$ cat src/sbr_params.svh
// constants for the sideband register bank and its controller
`ifndef SBR_PARAMS_SVH
`define SBR_PARAMS_SVH
`define SBR_OFF_FIFO 3'h0
`define SBR_OFF_ADDR 3'h1
`define SBR_OFF_STATUS 3'h2
`define SBR_OFF_ARB 3'h4
`define SBR_OFF_DIAG 3'h5
`define SBR_OFF_RXLEN 3'h6
`define SBR_ST_TXERR 0
`define SBR_ST_LINK 1
`define SBR_ST_NEG 2
`define SBR_ST_TXSEEN 3
`define SBR_ST_RXSEEN 4
`define SBR_ST_TRANSMIT_FIFO_EMPTY 5
`define SBR_ST_DNRUN 6
`define SBR_ST_UPRUN 7
`define SBR_ST_WAKE 8
`define SBR_ST_REMOTE 9
`define SBR_ST_CTS 10
`define SBR_DIAG_W 4
`define SBR_RXLEN_W 13
`define SBR_ARB_FREE 8'h00
`define SBC_OFF_TGT 3'h0
`define SBC_OFF_ID 3'h1
`define SBC_OFF_CMD 3'h2
`define SBC_OFF_DATA 3'h3
`define SBC_OFF_OP 3'h4
`define SBC_OFF_STAT 3'h5
`define SBC_OFF_RDATA 3'h6
`define SBC_STAT_BUSY 0
`define SBC_STAT_OWNED 1
`define SBC_STAT_NACK 2
`define SBC_STAT_REFUSED 3
`endif

$ cat src/sbr_if.sv
// link between the sideband controller and the register bank
`timescale 1ns/1ps
interface sbr_if;
  logic req;
  logic wr;
  logic [6:0] addr;
  logic [2:0] cmd;
  logic [15:0] wdata;
  logic ack;
  logic [15:0] rdata;
  logic rvalid;
  modport dev (
    input req,
    input wr,
    input addr,
    input cmd,
    input wdata,
    output ack,
    output rdata,
    output rvalid
  );
  modport ctl (
    output req,
    output wr,
    output addr,
    output cmd,
    output wdata,
    input ack,
    input rdata,
    input rvalid
  );
endinterface

$ cat src/sbr_device.sv
// sideband register bank: device end of the management link
//
// Added by the designer: the plain strobed port.
`timescale 1ns/1ps
`include "sbr_params.svh"
module sbr_device #(
  parameter logic [6:0] P_ADDR_RST = 7'h10
) (
  input wire logic i_clk,
  input wire logic i_srst,
  sbr_if.dev bus,
  input wire logic i_host_wr,
  input wire logic i_host_rd,
  input wire logic [2:0] i_host_cmd,
  input wire logic [15:0] i_host_wdata,
  output logic [15:0] o_host_rdata,
  output logic o_tx_push,
  output logic [7:0] o_tx_byte,
  output logic o_rx_pop,
  input wire logic [7:0] i_rx_byte,
  input wire logic [12:0] i_rx_len,
  input wire logic i_rx_discard,
  input wire logic i_max_coll,
  input wire logic i_reclaim_err,
  input wire logic i_jabber,
  input wire logic i_underrun,
  input wire logic i_link_up,
  input wire logic i_negotiation_done,
  input wire logic i_media_transmitting,
  input wire logic i_fifo_receive_done,
  input wire logic i_transmit_fifo_empty,
  input wire logic i_download_running,
  input wire logic i_upload_running,
  input wire logic i_clear_to_send_packet,
  input wire logic i_wake_mask_mode,
  input wire logic i_wake_detect,
  input wire logic i_power_event_read,
  input wire logic i_pme_enable,
  input wire logic i_pme_ack,
  output logic o_pme_n
);

  logic [6:0] addr_r, addr_nxt;
  logic [7:0] arb_r, arb_nxt;
  logic [`SBR_DIAG_W-1:0] diag_r, diag_nxt;
  logic [`SBR_RXLEN_W-1:0] rxlen_r, rxlen_nxt;
  logic tx_seen_r, tx_seen_nxt;
  logic rx_seen_r, rx_seen_nxt;
  logic wake_r, wake_nxt;
  logic remote_r, remote_nxt;
  logic pme_wake_r, pme_wake_nxt;
  logic pme_n_r, pme_n_nxt;
  logic [15:0] rdata_r, rdata_nxt;
  logic rvalid_r, rvalid_nxt;
  logic [15:0] host_rdata_r, host_rdata_nxt;
  logic tx_push_r, tx_push_nxt;
  logic [7:0] tx_byte_r, tx_byte_nxt;

  logic sel, s_wr, s_rd;
  logic wr_any;
  logic [2:0] wr_cmd;
  logic [15:0] wr_data;
  logic st_rd;
  logic [15:0] status;

  ////////////////////////////////////////////////////////////////////////////
  // decode

  assign sel = bus.req & (bus.addr == addr_r);
  assign s_wr = sel & bus.wr;
  assign s_rd = sel & ~bus.wr;
  assign bus.ack = sel;
  assign o_rx_pop = s_rd & (bus.cmd == `SBR_OFF_FIFO);

  // link write wins a same-cycle host write; host never reaches fifo
  always_comb begin
    wr_any = 1'b0;
    wr_cmd = bus.cmd;
    wr_data = bus.wdata;
    if (s_wr) begin
      wr_any = 1'b1;
    end else if (i_host_wr && i_host_cmd != `SBR_OFF_FIFO) begin
      wr_any = 1'b1;
      wr_cmd = i_host_cmd;
      wr_data = i_host_wdata;
    end
  end

  assign st_rd = (s_rd & (bus.cmd == `SBR_OFF_STATUS))
    | (i_host_rd & (i_host_cmd == `SBR_OFF_STATUS));

  always_comb begin
    status = 16'h0000;
    status[`SBR_ST_TXERR] = i_max_coll | i_reclaim_err
      | i_jabber | i_underrun;
    status[`SBR_ST_LINK] = i_link_up;
    status[`SBR_ST_NEG] = i_negotiation_done;
    status[`SBR_ST_TXSEEN] = tx_seen_r;
    status[`SBR_ST_RXSEEN] = rx_seen_r;
    status[`SBR_ST_TRANSMIT_FIFO_EMPTY] = i_transmit_fifo_empty;
    status[`SBR_ST_DNRUN] = i_download_running;
    status[`SBR_ST_UPRUN] = i_upload_running;
    status[`SBR_ST_WAKE] = wake_r;
    status[`SBR_ST_REMOTE] = remote_r;
    status[`SBR_ST_CTS] = i_clear_to_send_packet;
  end

  function automatic logic [15:0] reg_view(input logic [2:0] c);
    logic [15:0] v;
    v = 16'h0000;
    unique case (c)
      `SBR_OFF_ADDR: v[6:0] = addr_r;
      `SBR_OFF_STATUS: v = status;
      `SBR_OFF_ARB: v[7:0] = arb_r;
      `SBR_OFF_DIAG: v[`SBR_DIAG_W-1:0] = diag_r;
      `SBR_OFF_RXLEN: v[`SBR_RXLEN_W-1:0] = rxlen_r;
      default: v = 16'h0000;
    endcase
    return v;
  endfunction

  ////////////////////////////////////////////////////////////////////////////
  // next state

  always_comb begin
    addr_nxt = addr_r;
    arb_nxt = arb_r;
    diag_nxt = diag_r;
    rxlen_nxt = rxlen_r;
    tx_push_nxt = 1'b0;
    tx_byte_nxt = tx_byte_r;
    if (wr_any) begin
      unique case (wr_cmd)
        `SBR_OFF_FIFO: begin
          tx_push_nxt = 1'b1;
          tx_byte_nxt = wr_data[7:0];
        end
        `SBR_OFF_ADDR: addr_nxt = wr_data[6:0];
        `SBR_OFF_ARB: begin
          if (arb_r == `SBR_ARB_FREE || wr_data[7:0] == `SBR_ARB_FREE) begin
            arb_nxt = wr_data[7:0];
          end
        end
        `SBR_OFF_DIAG: diag_nxt = wr_data[`SBR_DIAG_W-1:0];
        `SBR_OFF_RXLEN: rxlen_nxt = wr_data[`SBR_RXLEN_W-1:0];
        default: ;
      endcase
    end
    if (i_rx_discard) begin
      rxlen_nxt = i_rx_len;
    end
  end

  always_comb begin
    logic wake_clr;
    logic remote_set;
    wake_clr = i_power_event_read
      | (wr_any & (wr_cmd == `SBR_OFF_STATUS) & ~wr_data[`SBR_ST_WAKE]);
    remote_set = wr_any & (wr_cmd == `SBR_OFF_STATUS)
      & wr_data[`SBR_ST_REMOTE];
    tx_seen_nxt = i_media_transmitting | (tx_seen_r & ~st_rd);
    rx_seen_nxt = i_fifo_receive_done | (rx_seen_r & ~st_rd);
    wake_nxt = (i_wake_mask_mode & i_wake_detect)
      | (wake_r & ~wake_clr);
    pme_wake_nxt = (~i_wake_mask_mode & i_wake_detect)
      | (pme_wake_r & ~i_pme_ack);
    remote_nxt = remote_set | (remote_r & ~i_pme_ack);
    pme_n_nxt = ~(i_pme_enable & (remote_r | pme_wake_r));
  end

  always_comb begin
    rvalid_nxt = s_rd;
    rdata_nxt = rdata_r;
    if (s_rd) begin
      if (bus.cmd == `SBR_OFF_FIFO) begin
        rdata_nxt = {8'h00, i_rx_byte};
      end else begin
        rdata_nxt = reg_view(bus.cmd);
      end
    end
    host_rdata_nxt = host_rdata_r;
    if (i_host_rd) begin
      host_rdata_nxt = reg_view(i_host_cmd);
    end
  end

  ////////////////////////////////////////////////////////////////////////////
  // registers

  always_ff @(posedge i_clk) begin
    if (i_srst) begin
      addr_r <= P_ADDR_RST;
      arb_r <= `SBR_ARB_FREE;
      diag_r <= '0;
      rxlen_r <= '0;
      tx_seen_r <= 1'b0;
      rx_seen_r <= 1'b0;
      wake_r <= 1'b0;
      remote_r <= 1'b0;
      pme_wake_r <= 1'b0;
      pme_n_r <= 1'b1;
      rdata_r <= 16'h0000;
      rvalid_r <= 1'b0;
      host_rdata_r <= 16'h0000;
      tx_push_r <= 1'b0;
      tx_byte_r <= 8'h00;
    end else begin
      addr_r <= addr_nxt;
      arb_r <= arb_nxt;
      diag_r <= diag_nxt;
      rxlen_r <= rxlen_nxt;
      tx_seen_r <= tx_seen_nxt;
      rx_seen_r <= rx_seen_nxt;
      wake_r <= wake_nxt;
      remote_r <= remote_nxt;
      pme_wake_r <= pme_wake_nxt;
      pme_n_r <= pme_n_nxt;
      rdata_r <= rdata_nxt;
      rvalid_r <= rvalid_nxt;
      host_rdata_r <= host_rdata_nxt;
      tx_push_r <= tx_push_nxt;
      tx_byte_r <= tx_byte_nxt;
    end
  end

  assign bus.rdata = rdata_r;
  assign bus.rvalid = rvalid_r;
  assign o_host_rdata = host_rdata_r;
  assign o_tx_push = tx_push_r;
  assign o_tx_byte = tx_byte_r;
  assign o_pme_n = pme_n_r;

endmodule

$ cat src/flat_wrapper.sv
// flat-port wrapper written by rule: the top's interface ports become plain ports
module sbr_device_flat 
#(
  parameter logic [6:0] P_ADDR_RST = 7'h10
)
  (i_clk, i_srst, i_host_wr, i_host_rd, i_host_cmd, i_host_wdata, o_host_rdata, o_tx_push, o_tx_byte, o_rx_pop, i_rx_byte, i_rx_len, i_rx_discard, i_max_coll, i_reclaim_err, i_jabber, i_underrun, i_link_up, i_negotiation_done, i_media_transmitting, i_fifo_receive_done, i_transmit_fifo_empty, i_download_running, i_upload_running, i_clear_to_send_packet, i_wake_mask_mode, i_wake_detect, i_power_event_read, i_pme_enable, i_pme_ack, o_pme_n, bus_req, bus_wr, bus_addr, bus_cmd, bus_wdata, bus_ack, bus_rdata, bus_rvalid);
  sbr_if bus_i ();
  input wire logic i_clk;
  input wire logic i_srst;
  input wire logic i_host_wr;
  input wire logic i_host_rd;
  input wire logic [2:0] i_host_cmd;
  input wire logic [15:0] i_host_wdata;
  output logic [15:0] o_host_rdata;
  output logic o_tx_push;
  output logic [7:0] o_tx_byte;
  output logic o_rx_pop;
  input wire logic [7:0] i_rx_byte;
  input wire logic [12:0] i_rx_len;
  input wire logic i_rx_discard;
  input wire logic i_max_coll;
  input wire logic i_reclaim_err;
  input wire logic i_jabber;
  input wire logic i_underrun;
  input wire logic i_link_up;
  input wire logic i_negotiation_done;
  input wire logic i_media_transmitting;
  input wire logic i_fifo_receive_done;
  input wire logic i_transmit_fifo_empty;
  input wire logic i_download_running;
  input wire logic i_upload_running;
  input wire logic i_clear_to_send_packet;
  input wire logic i_wake_mask_mode;
  input wire logic i_wake_detect;
  input wire logic i_power_event_read;
  input wire logic i_pme_enable;
  input wire logic i_pme_ack;
  output logic o_pme_n;
  input wire logic [$bits(bus_i.req)-1:0] bus_req;
  input wire logic [$bits(bus_i.wr)-1:0] bus_wr;
  input wire logic [$bits(bus_i.addr)-1:0] bus_addr;
  input wire logic [$bits(bus_i.cmd)-1:0] bus_cmd;
  input wire logic [$bits(bus_i.wdata)-1:0] bus_wdata;
  output wire logic [$bits(bus_i.ack)-1:0] bus_ack;
  output wire logic [$bits(bus_i.rdata)-1:0] bus_rdata;
  output wire logic [$bits(bus_i.rvalid)-1:0] bus_rvalid;
  assign bus_i.req = bus_req;
  assign bus_i.wr = bus_wr;
  assign bus_i.addr = bus_addr;
  assign bus_i.cmd = bus_cmd;
  assign bus_i.wdata = bus_wdata;
  assign bus_ack = bus_i.ack;
  assign bus_rdata = bus_i.rdata;
  assign bus_rvalid = bus_i.rvalid;
  sbr_device #(.P_ADDR_RST(P_ADDR_RST)) u_core (.i_clk(i_clk), .i_srst(i_srst), .bus(bus_i), .i_host_wr(i_host_wr), .i_host_rd(i_host_rd), .i_host_cmd(i_host_cmd), .i_host_wdata(i_host_wdata), .o_host_rdata(o_host_rdata), .o_tx_push(o_tx_push), .o_tx_byte(o_tx_byte), .o_rx_pop(o_rx_pop), .i_rx_byte(i_rx_byte), .i_rx_len(i_rx_len), .i_rx_discard(i_rx_discard), .i_max_coll(i_max_coll), .i_reclaim_err(i_reclaim_err), .i_jabber(i_jabber), .i_underrun(i_underrun), .i_link_up(i_link_up), .i_negotiation_done(i_negotiation_done), .i_media_transmitting(i_media_transmitting), .i_fifo_receive_done(i_fifo_receive_done), .i_transmit_fifo_empty(i_transmit_fifo_empty), .i_download_running(i_download_running), .i_upload_running(i_upload_running), .i_clear_to_send_packet(i_clear_to_send_packet), .i_wake_mask_mode(i_wake_mask_mode), .i_wake_detect(i_wake_detect), .i_power_event_read(i_power_event_read), .i_pme_enable(i_pme_enable), .i_pme_ack(i_pme_ack), .o_pme_n(o_pme_n));
endmodule
$ cat config.mk
export PLATFORM = sky130hd
export DESIGN_NAME = sbr_device_flat
export DESIGN_NICKNAME = d
export VERILOG_FILES = /design/src/sbr_if.sv /design/src/sbr_device.sv /design/src/flat_wrapper.sv
export VERILOG_INCLUDE_DIRS = /design/src
export SDC_FILE = /design/constraint.sdc
export NUM_CORES = 1
export LEC_CHECK = 0
export BUFFER_PORTS_ARGS = -buffer_cell sky130_fd_sc_hd__buf_2
export CAP_MARGIN = 10
export CORE_AREA = 2 2 95 97
export CTS_CLUSTER_SIZE = 28
export DETAILED_ROUTE_END_ITERATION = 8
export DIE_AREA = 0 0 97 99
export PLACE_DENSITY = 0.8
export SLEW_MARGIN = 20
export SYNTH_ARGS = -nofsm -noshare
export SYNTH_HDL_FRONTEND = slang
export SYNTH_SLANG_ARGS = --single-unit
$ cat constraint.sdc
create_clock -name i_clk -period 2.4 [get_ports i_clk]
set_input_delay 0.24 -clock i_clk [delete_from_list [all_inputs] [get_ports i_clk]]
set_output_delay 0.24 -clock i_clk [all_outputs]
set_load 0.02 [all_outputs]
# After elaboration in Yosys (flattened, before gate mapping)
# Index checks and enable logic that the tools add are counted.
[word_totals]
register_bits = 77
inputBits = 90
wordCells = 101
[classes]
muxes = 19
n_eq_ne = 16
reduce_logical = 15
n_bitwise = 36
[ops]
columns = ["op", "n"]
rows = [
  ["$mux W13", 6],
  ["$pmux W4 S5", 2],
  ["$eq A3 B3 Y1 const B", 9],
  ["$pmux W3 S4", 2],
  ["$pmux W5 S2", 2],
  ["$and A1 B1 Y1", 17],
  ["$logic_not A8 Y1", 2],
  ["$or A1 B1 Y1", 11],
  ["$eq A3 B1 Y1 const B", 3],
  ["$eq A3 B2 Y1 const B", 3],
  ["$not A1 Y1", 8],
  ["$reduce_and A2 Y1", 4],
  ["$eq A7 B7 Y1", 1],
  ["$logic_not A3 Y1", 2],
  ["$mux W3", 2],
  ["$pmux W1 S3", 2],
  ["$reduce_bool A2 Y1", 2],
  ["$mux W1", 3],
  ["$reduce_and A3 Y1", 1],
  ["$reduce_bool A3 Y1", 1],
  ["$reduce_or A2 Y1", 1],
  ["$logic_and A1 B1 Y1", 1],
  ["$logic_or A1 B1 Y1", 1],
]

# Depth between registers and ports, before layout
[logic_depth]
word_depth = 11
depth_mapped = 7
ltp_nobuf = 5

# Worst setup path after synthesis
# No wires, ideal clock.
[synth_timing]
path_type = "register -> output"
start = "reg u_core.addr_r[0]"
end = "out o_rx_pop"
arrival_time_ns = 1.840
slack_ns = 0.320
path_stages_with_launch = 6
n_path_buf = 0
t_required_ns = 2.160
path_cell_list = "dfxtp_1 xnor2_2 nand4_2 nor3_1 nand2b_1 nor2b_1"
[synth_between]
elab_chain_cells = 4
[synth_lines]
columns = ["item", "line_no", "source"]
rows = [
  ["from (decl)", "sbr_device.sv:43", "logic [6:0] addr_r, addr_nxt;"],
  ["from (signal assigned)", "sbr_device.sv:208", "addr_r <= addr_nxt;"],
  ["$eq A7 B7 Y1", "sbr_device.sv:69", "assign sel = bus.req & (bus.addr == addr_r);"],
  ["$and A1 B1 Y1", "sbr_device.sv:69", ""],
  ["named net bus_ack", "flat_wrapper.sv:44", "output wire logic [$bits(bus_i.ack)-1:0] bus_ack;"],
  ["$and A1 B1 Y1", "sbr_device.sv:71", "assign s_rd = sel & ~bus.wr;"],
  ["$and A1 B1 Y1", "sbr_device.sv:73", "assign o_rx_pop = s_rd & (bus.cmd == `SBR_OFF_FIFO);"],
  ["to (decl)", "flat_wrapper.sv:17", "output logic o_rx_pop;"],
]
# The timed path passes the listed nets, and every way through them passes these cells.

# Final worst setup path
[layout_timing]
start = "reg u_core.addr_r[4]"
end = "out o_rx_pop"
[layout_between]
elab_chain_cells = 4
[layout_lines]
columns = ["item", "line_no"]
rows = [
  ["$eq A7 B7 Y1", "sbr_device.sv:69"],
  ["$and A1 B1 Y1", "sbr_device.sv:69"],
  ["$and A1 B1 Y1", "sbr_device.sv:71"],
  ["$and A1 B1 Y1", "sbr_device.sv:73"],
]
# Every way passes these cells.

==> impl_summary.log <==
INFO  metric worst_r2r_path_depth = 6
INFO  metric worstReg2RegStart = u_core.addr_r[4]$_SDFFE_PP1P_
INFO  metric floorplan.core_area = 8551 um2
INFO  metric synth_top_area_cell = dfxtp_1
INFO  metric count_of_fill_cells_added_during_filler_insertion = 769
INFO  metric route.vias.total = 4626
INFO  metric synth_area_per_cell = 8.326 um2
INFO  metric met2_length = between 6000 and 7000 um
INFO  metric detailedPlacementHpwl = 11000 um
INFO  metric grt_first_pass_wirelength = 22360 um
INFO  metric worst-endpoint-arrival = 2110 ps
INFO  metric port_buffers = 122
INFO  metric timing.final.crit_share = 0.9807
INFO  metric crit_type = reg2out
INFO  metric synth_warnings = 0
INFO  metric post_route_cells_drive_above_1_share = 0.2994
INFO  metric grt_use_total = 0.2926
INFO  metric chipWidth = 97 um
INFO  metric maximum_fanout_encountered_on_the_critical_timing_path = 4
INFO  metric cts_tree = yes
INFO  metric die_area = 9603 um2
INFO  metric hold_path_depth = 2
INFO  metric clk_pin_slew_worst_paths = approximately 90 ps
INFO  metric worst_ep_required_time = 2160 ps
INFO  metric routed_wirelength = 14400 um
INFO  metric asyncSetResetFlopFracSynth = 0
INFO  metric holdWs = 71.88 ps
INFO  metric dr_wl_met3 = roughly 1200 um
INFO  metric worst_hold_path_type = in2reg
INFO  metric post-cts-setup-buffer-count = 0
INFO  metric reg2reg_to = u_core.rxlen_r[1]$_SDFFE_PP0P_
INFO  metric timing_hold_violations_final = 0
INFO  metric vias_per_cell = 6.119
INFO  metric power.ir.vdd_worst = 0.0003453 V
INFO  metric clkSinkCount = 74
INFO  metric post_synth_inst_count = approximately 530
INFO  metric critical_path.startpoint = u_core.addr_r[4]$_SDFFE_PP1P_
INFO  metric antenna_violations_before_repair = 0
INFO  metric antenna_cells_inserted = 0
INFO  metric number_of_buffers_on_the_longest_clock_path = 2
INFO  metric latest_clock_arrival_within_the_worst_skew_pair = 370 ps
INFO  metric max_cap_viol_count = 0
INFO  metric fmax = 424.9 MHz
INFO  metric first_pass_iters = 5
INFO  metric detailedRoute.firstIterationViolations = 326
INFO  metric fin_tns_setup = 0 ps
INFO  metric ys_dominant_reg_cell = dfxtp_1
INFO  metric leakagePower = 2.268 nW
INFO  metric io_pins = 135
INFO  metric finClkSkew = 16.85 ps
INFO  metric period_needed = 2354 ps
INFO  metric overall_power_after_layout = 0.003010 W
INFO  metric post_synth_design_cell_area = 4388 um2
INFO  metric outcome = finished, final reports clean
INFO  metric synthDominantCellAreaShare = 0.3376
INFO  metric synth-seq-cells = between 70 and 80
INFO  metric max_slew_margin = 0.4847
INFO  metric top_routing_layer_in_use = met4
INFO  metric grt_max_degree = 55
INFO  metric timing.critical_path.to_type = output port
INFO  metric layout.nets = 733
INFO  metric min-delay-start = i_fifo_receive_done
INFO  metric synth_cell_types = 57
INFO  metric grt_pass1_vias = 4307
INFO  metric r2r_setup_slack = 120 ps
INFO  metric floorplan.initialDensity = 0.5132
INFO  metric vertical_die_dimension = 99 um
INFO  metric layout.cells.most_common = buf_2
INFO  metric finalWeightedCongestion = 0.9805
INFO  metric whs_endpoint = u_core.rx_seen_r$_SDFF_PP0_
INFO  metric top_cells_by_area_in_the_synthesized_netlist = dfxtp_1, mux2i_1, a21oi_1
INFO  metric seq_area_frac_synth = 0.3376
INFO  metric place_inst = 740
INFO  metric postPlaceCellArea = 5116 um2
INFO  metric floorplan.rows = 34
INFO  metric most-common-layout-cells = buf_2, dfxtp_1, nand2_1
INFO  metric power_per_cell_area = 562.1 nW/um2
INFO  metric synthToLayoutAreaGrowth = 22.04%
INFO  metric finalMaxSlewViolations = 0
INFO  metric setup_viol_count_final = 0
INFO  metric routed_wire_length_per_instance = 19.05 um
INFO  metric cp-start-kind = register
INFO  metric final_cells = 756
INFO  metric drc = 0
INFO  metric routedLengthMet1 = 6045 um
INFO  metric clockRootBuffer = clkbuf_8
INFO  metric globalRouteOverflowTotal = 0
INFO  metric worstMarginPinSlew = 772.1 ps
INFO  metric drtAntennaViolNets = 0
INFO  metric numCtsBuffers = 9
INFO  metric finish.instance_area = 5355 um2
INFO  metric synth_enable_flop_cells = 0
INFO  metric h-tree-depth = 3
INFO  metric grt_setup_unrepaired = no
Yosys cell counts, drive strengths merged, types with 6 or more instances:
library cell and instances:
a211oi 8, a21oi 45, a221oi 11, a22oi 14, a31oi 22, buf 18, clkbuf 27, dfxtp 74
inv 12, mux2 14, mux2i 28, nand2 56, nand2b 13, nand3 31, nor2 22, nor2b 14
nor3 11, o21ai 17, o21bai 18, o221ai 7, o31ai 6, or4 9, xnor2 7
through the flow:
step	setup slack [ps]	util
3_5_place_dp	135.4	0.5983
2_1_floorplan	320.0	-
6_report	46.29	0.6263
3_3_place_gp	204.1	0.5983
4_1_cts	75.27	0.6258
5_1_grt	4.230	0.6263
power breakdown:
part,internal [W],leakage [nW],switching (W)
Sequential,0.00127,0.602,0.0000409
Combinational,0.000227,1.55,0.000313
Clock,0.000629,0.119,0.000535
Total,0.00212,2.27,0.000889
how the worst max path moves through the flow:
stage,endpoint,slack (ps)
after floorplan,o_rx_pop,320
after global placement,u_core.arb_r[6]$_SDFFE_PP0P_,200
after detailed placement,u_core.arb_r[6]$_SDFFE_PP0P_,140
after CTS,o_rx_pop,80
after global routing,o_rx_pop,4
final,o_rx_pop,50
logic make-up after synthesis:
group / synth area share
simple gates: 0.2181
compound gates: 0.2572
flops: 0.3376
buf+inv: 0.05788
mux: 0.1058
xor+xnor: 0.02253
other cells: 0.0008546
final cells by class:
type / instances / area [um2] / share of cell area
Clock buffer: 10 / 137.6 / 0.02570
Tap cell: 108 / 135.1 / 0.02523
Clock inverter: 6 / 97.59 / 0.01822
Multi-Input combinational cell: 401 / 2675 / 0.4995
Inverter: 12 / 45.04 / 0.008411
Sequential cell: 74 / 1481 / 0.2766
Timing Repair Buffer: 145 / 783.3 / 0.1463
repair_timing:
item                                    in CTS  in global routing
endpoints found under the setup margin       0                  7
gates resized for setup                      0                  1
hold buffers                                 0                  0
per-layer routing:
layer  track usage  vias to the layer above
met1        0.3753                     2174
met5             0                        -
li1              -                     2180
met2        0.5085                      244
met4       0.08017                        0
met3       0.05177                       28
worst max-delay path, stage by stage, from the launching register on:
cell and delay (ps):
dfxtp_1 540, xnor2_2 200, nand4_2 230, nor3_1 270
nand2b_1 200, nor2b_1 140, buf_2 170
sequential cells by signal, indices dropped and copies added, names as in the netlist, 4 cells and up:
| signal | flops |
|---|---|
| u_core.addr_r | 7 |
| u_core.arb_r | 8 |
| u_core.bus.rdata | 13 |
| u_core.diag_r | 4 |
| u_core.o_host_rdata | 13 |
| u_core.o_tx_byte | 8 |
| u_core.rxlen_r | 13 |
Power figures use the tool's default switching activity.
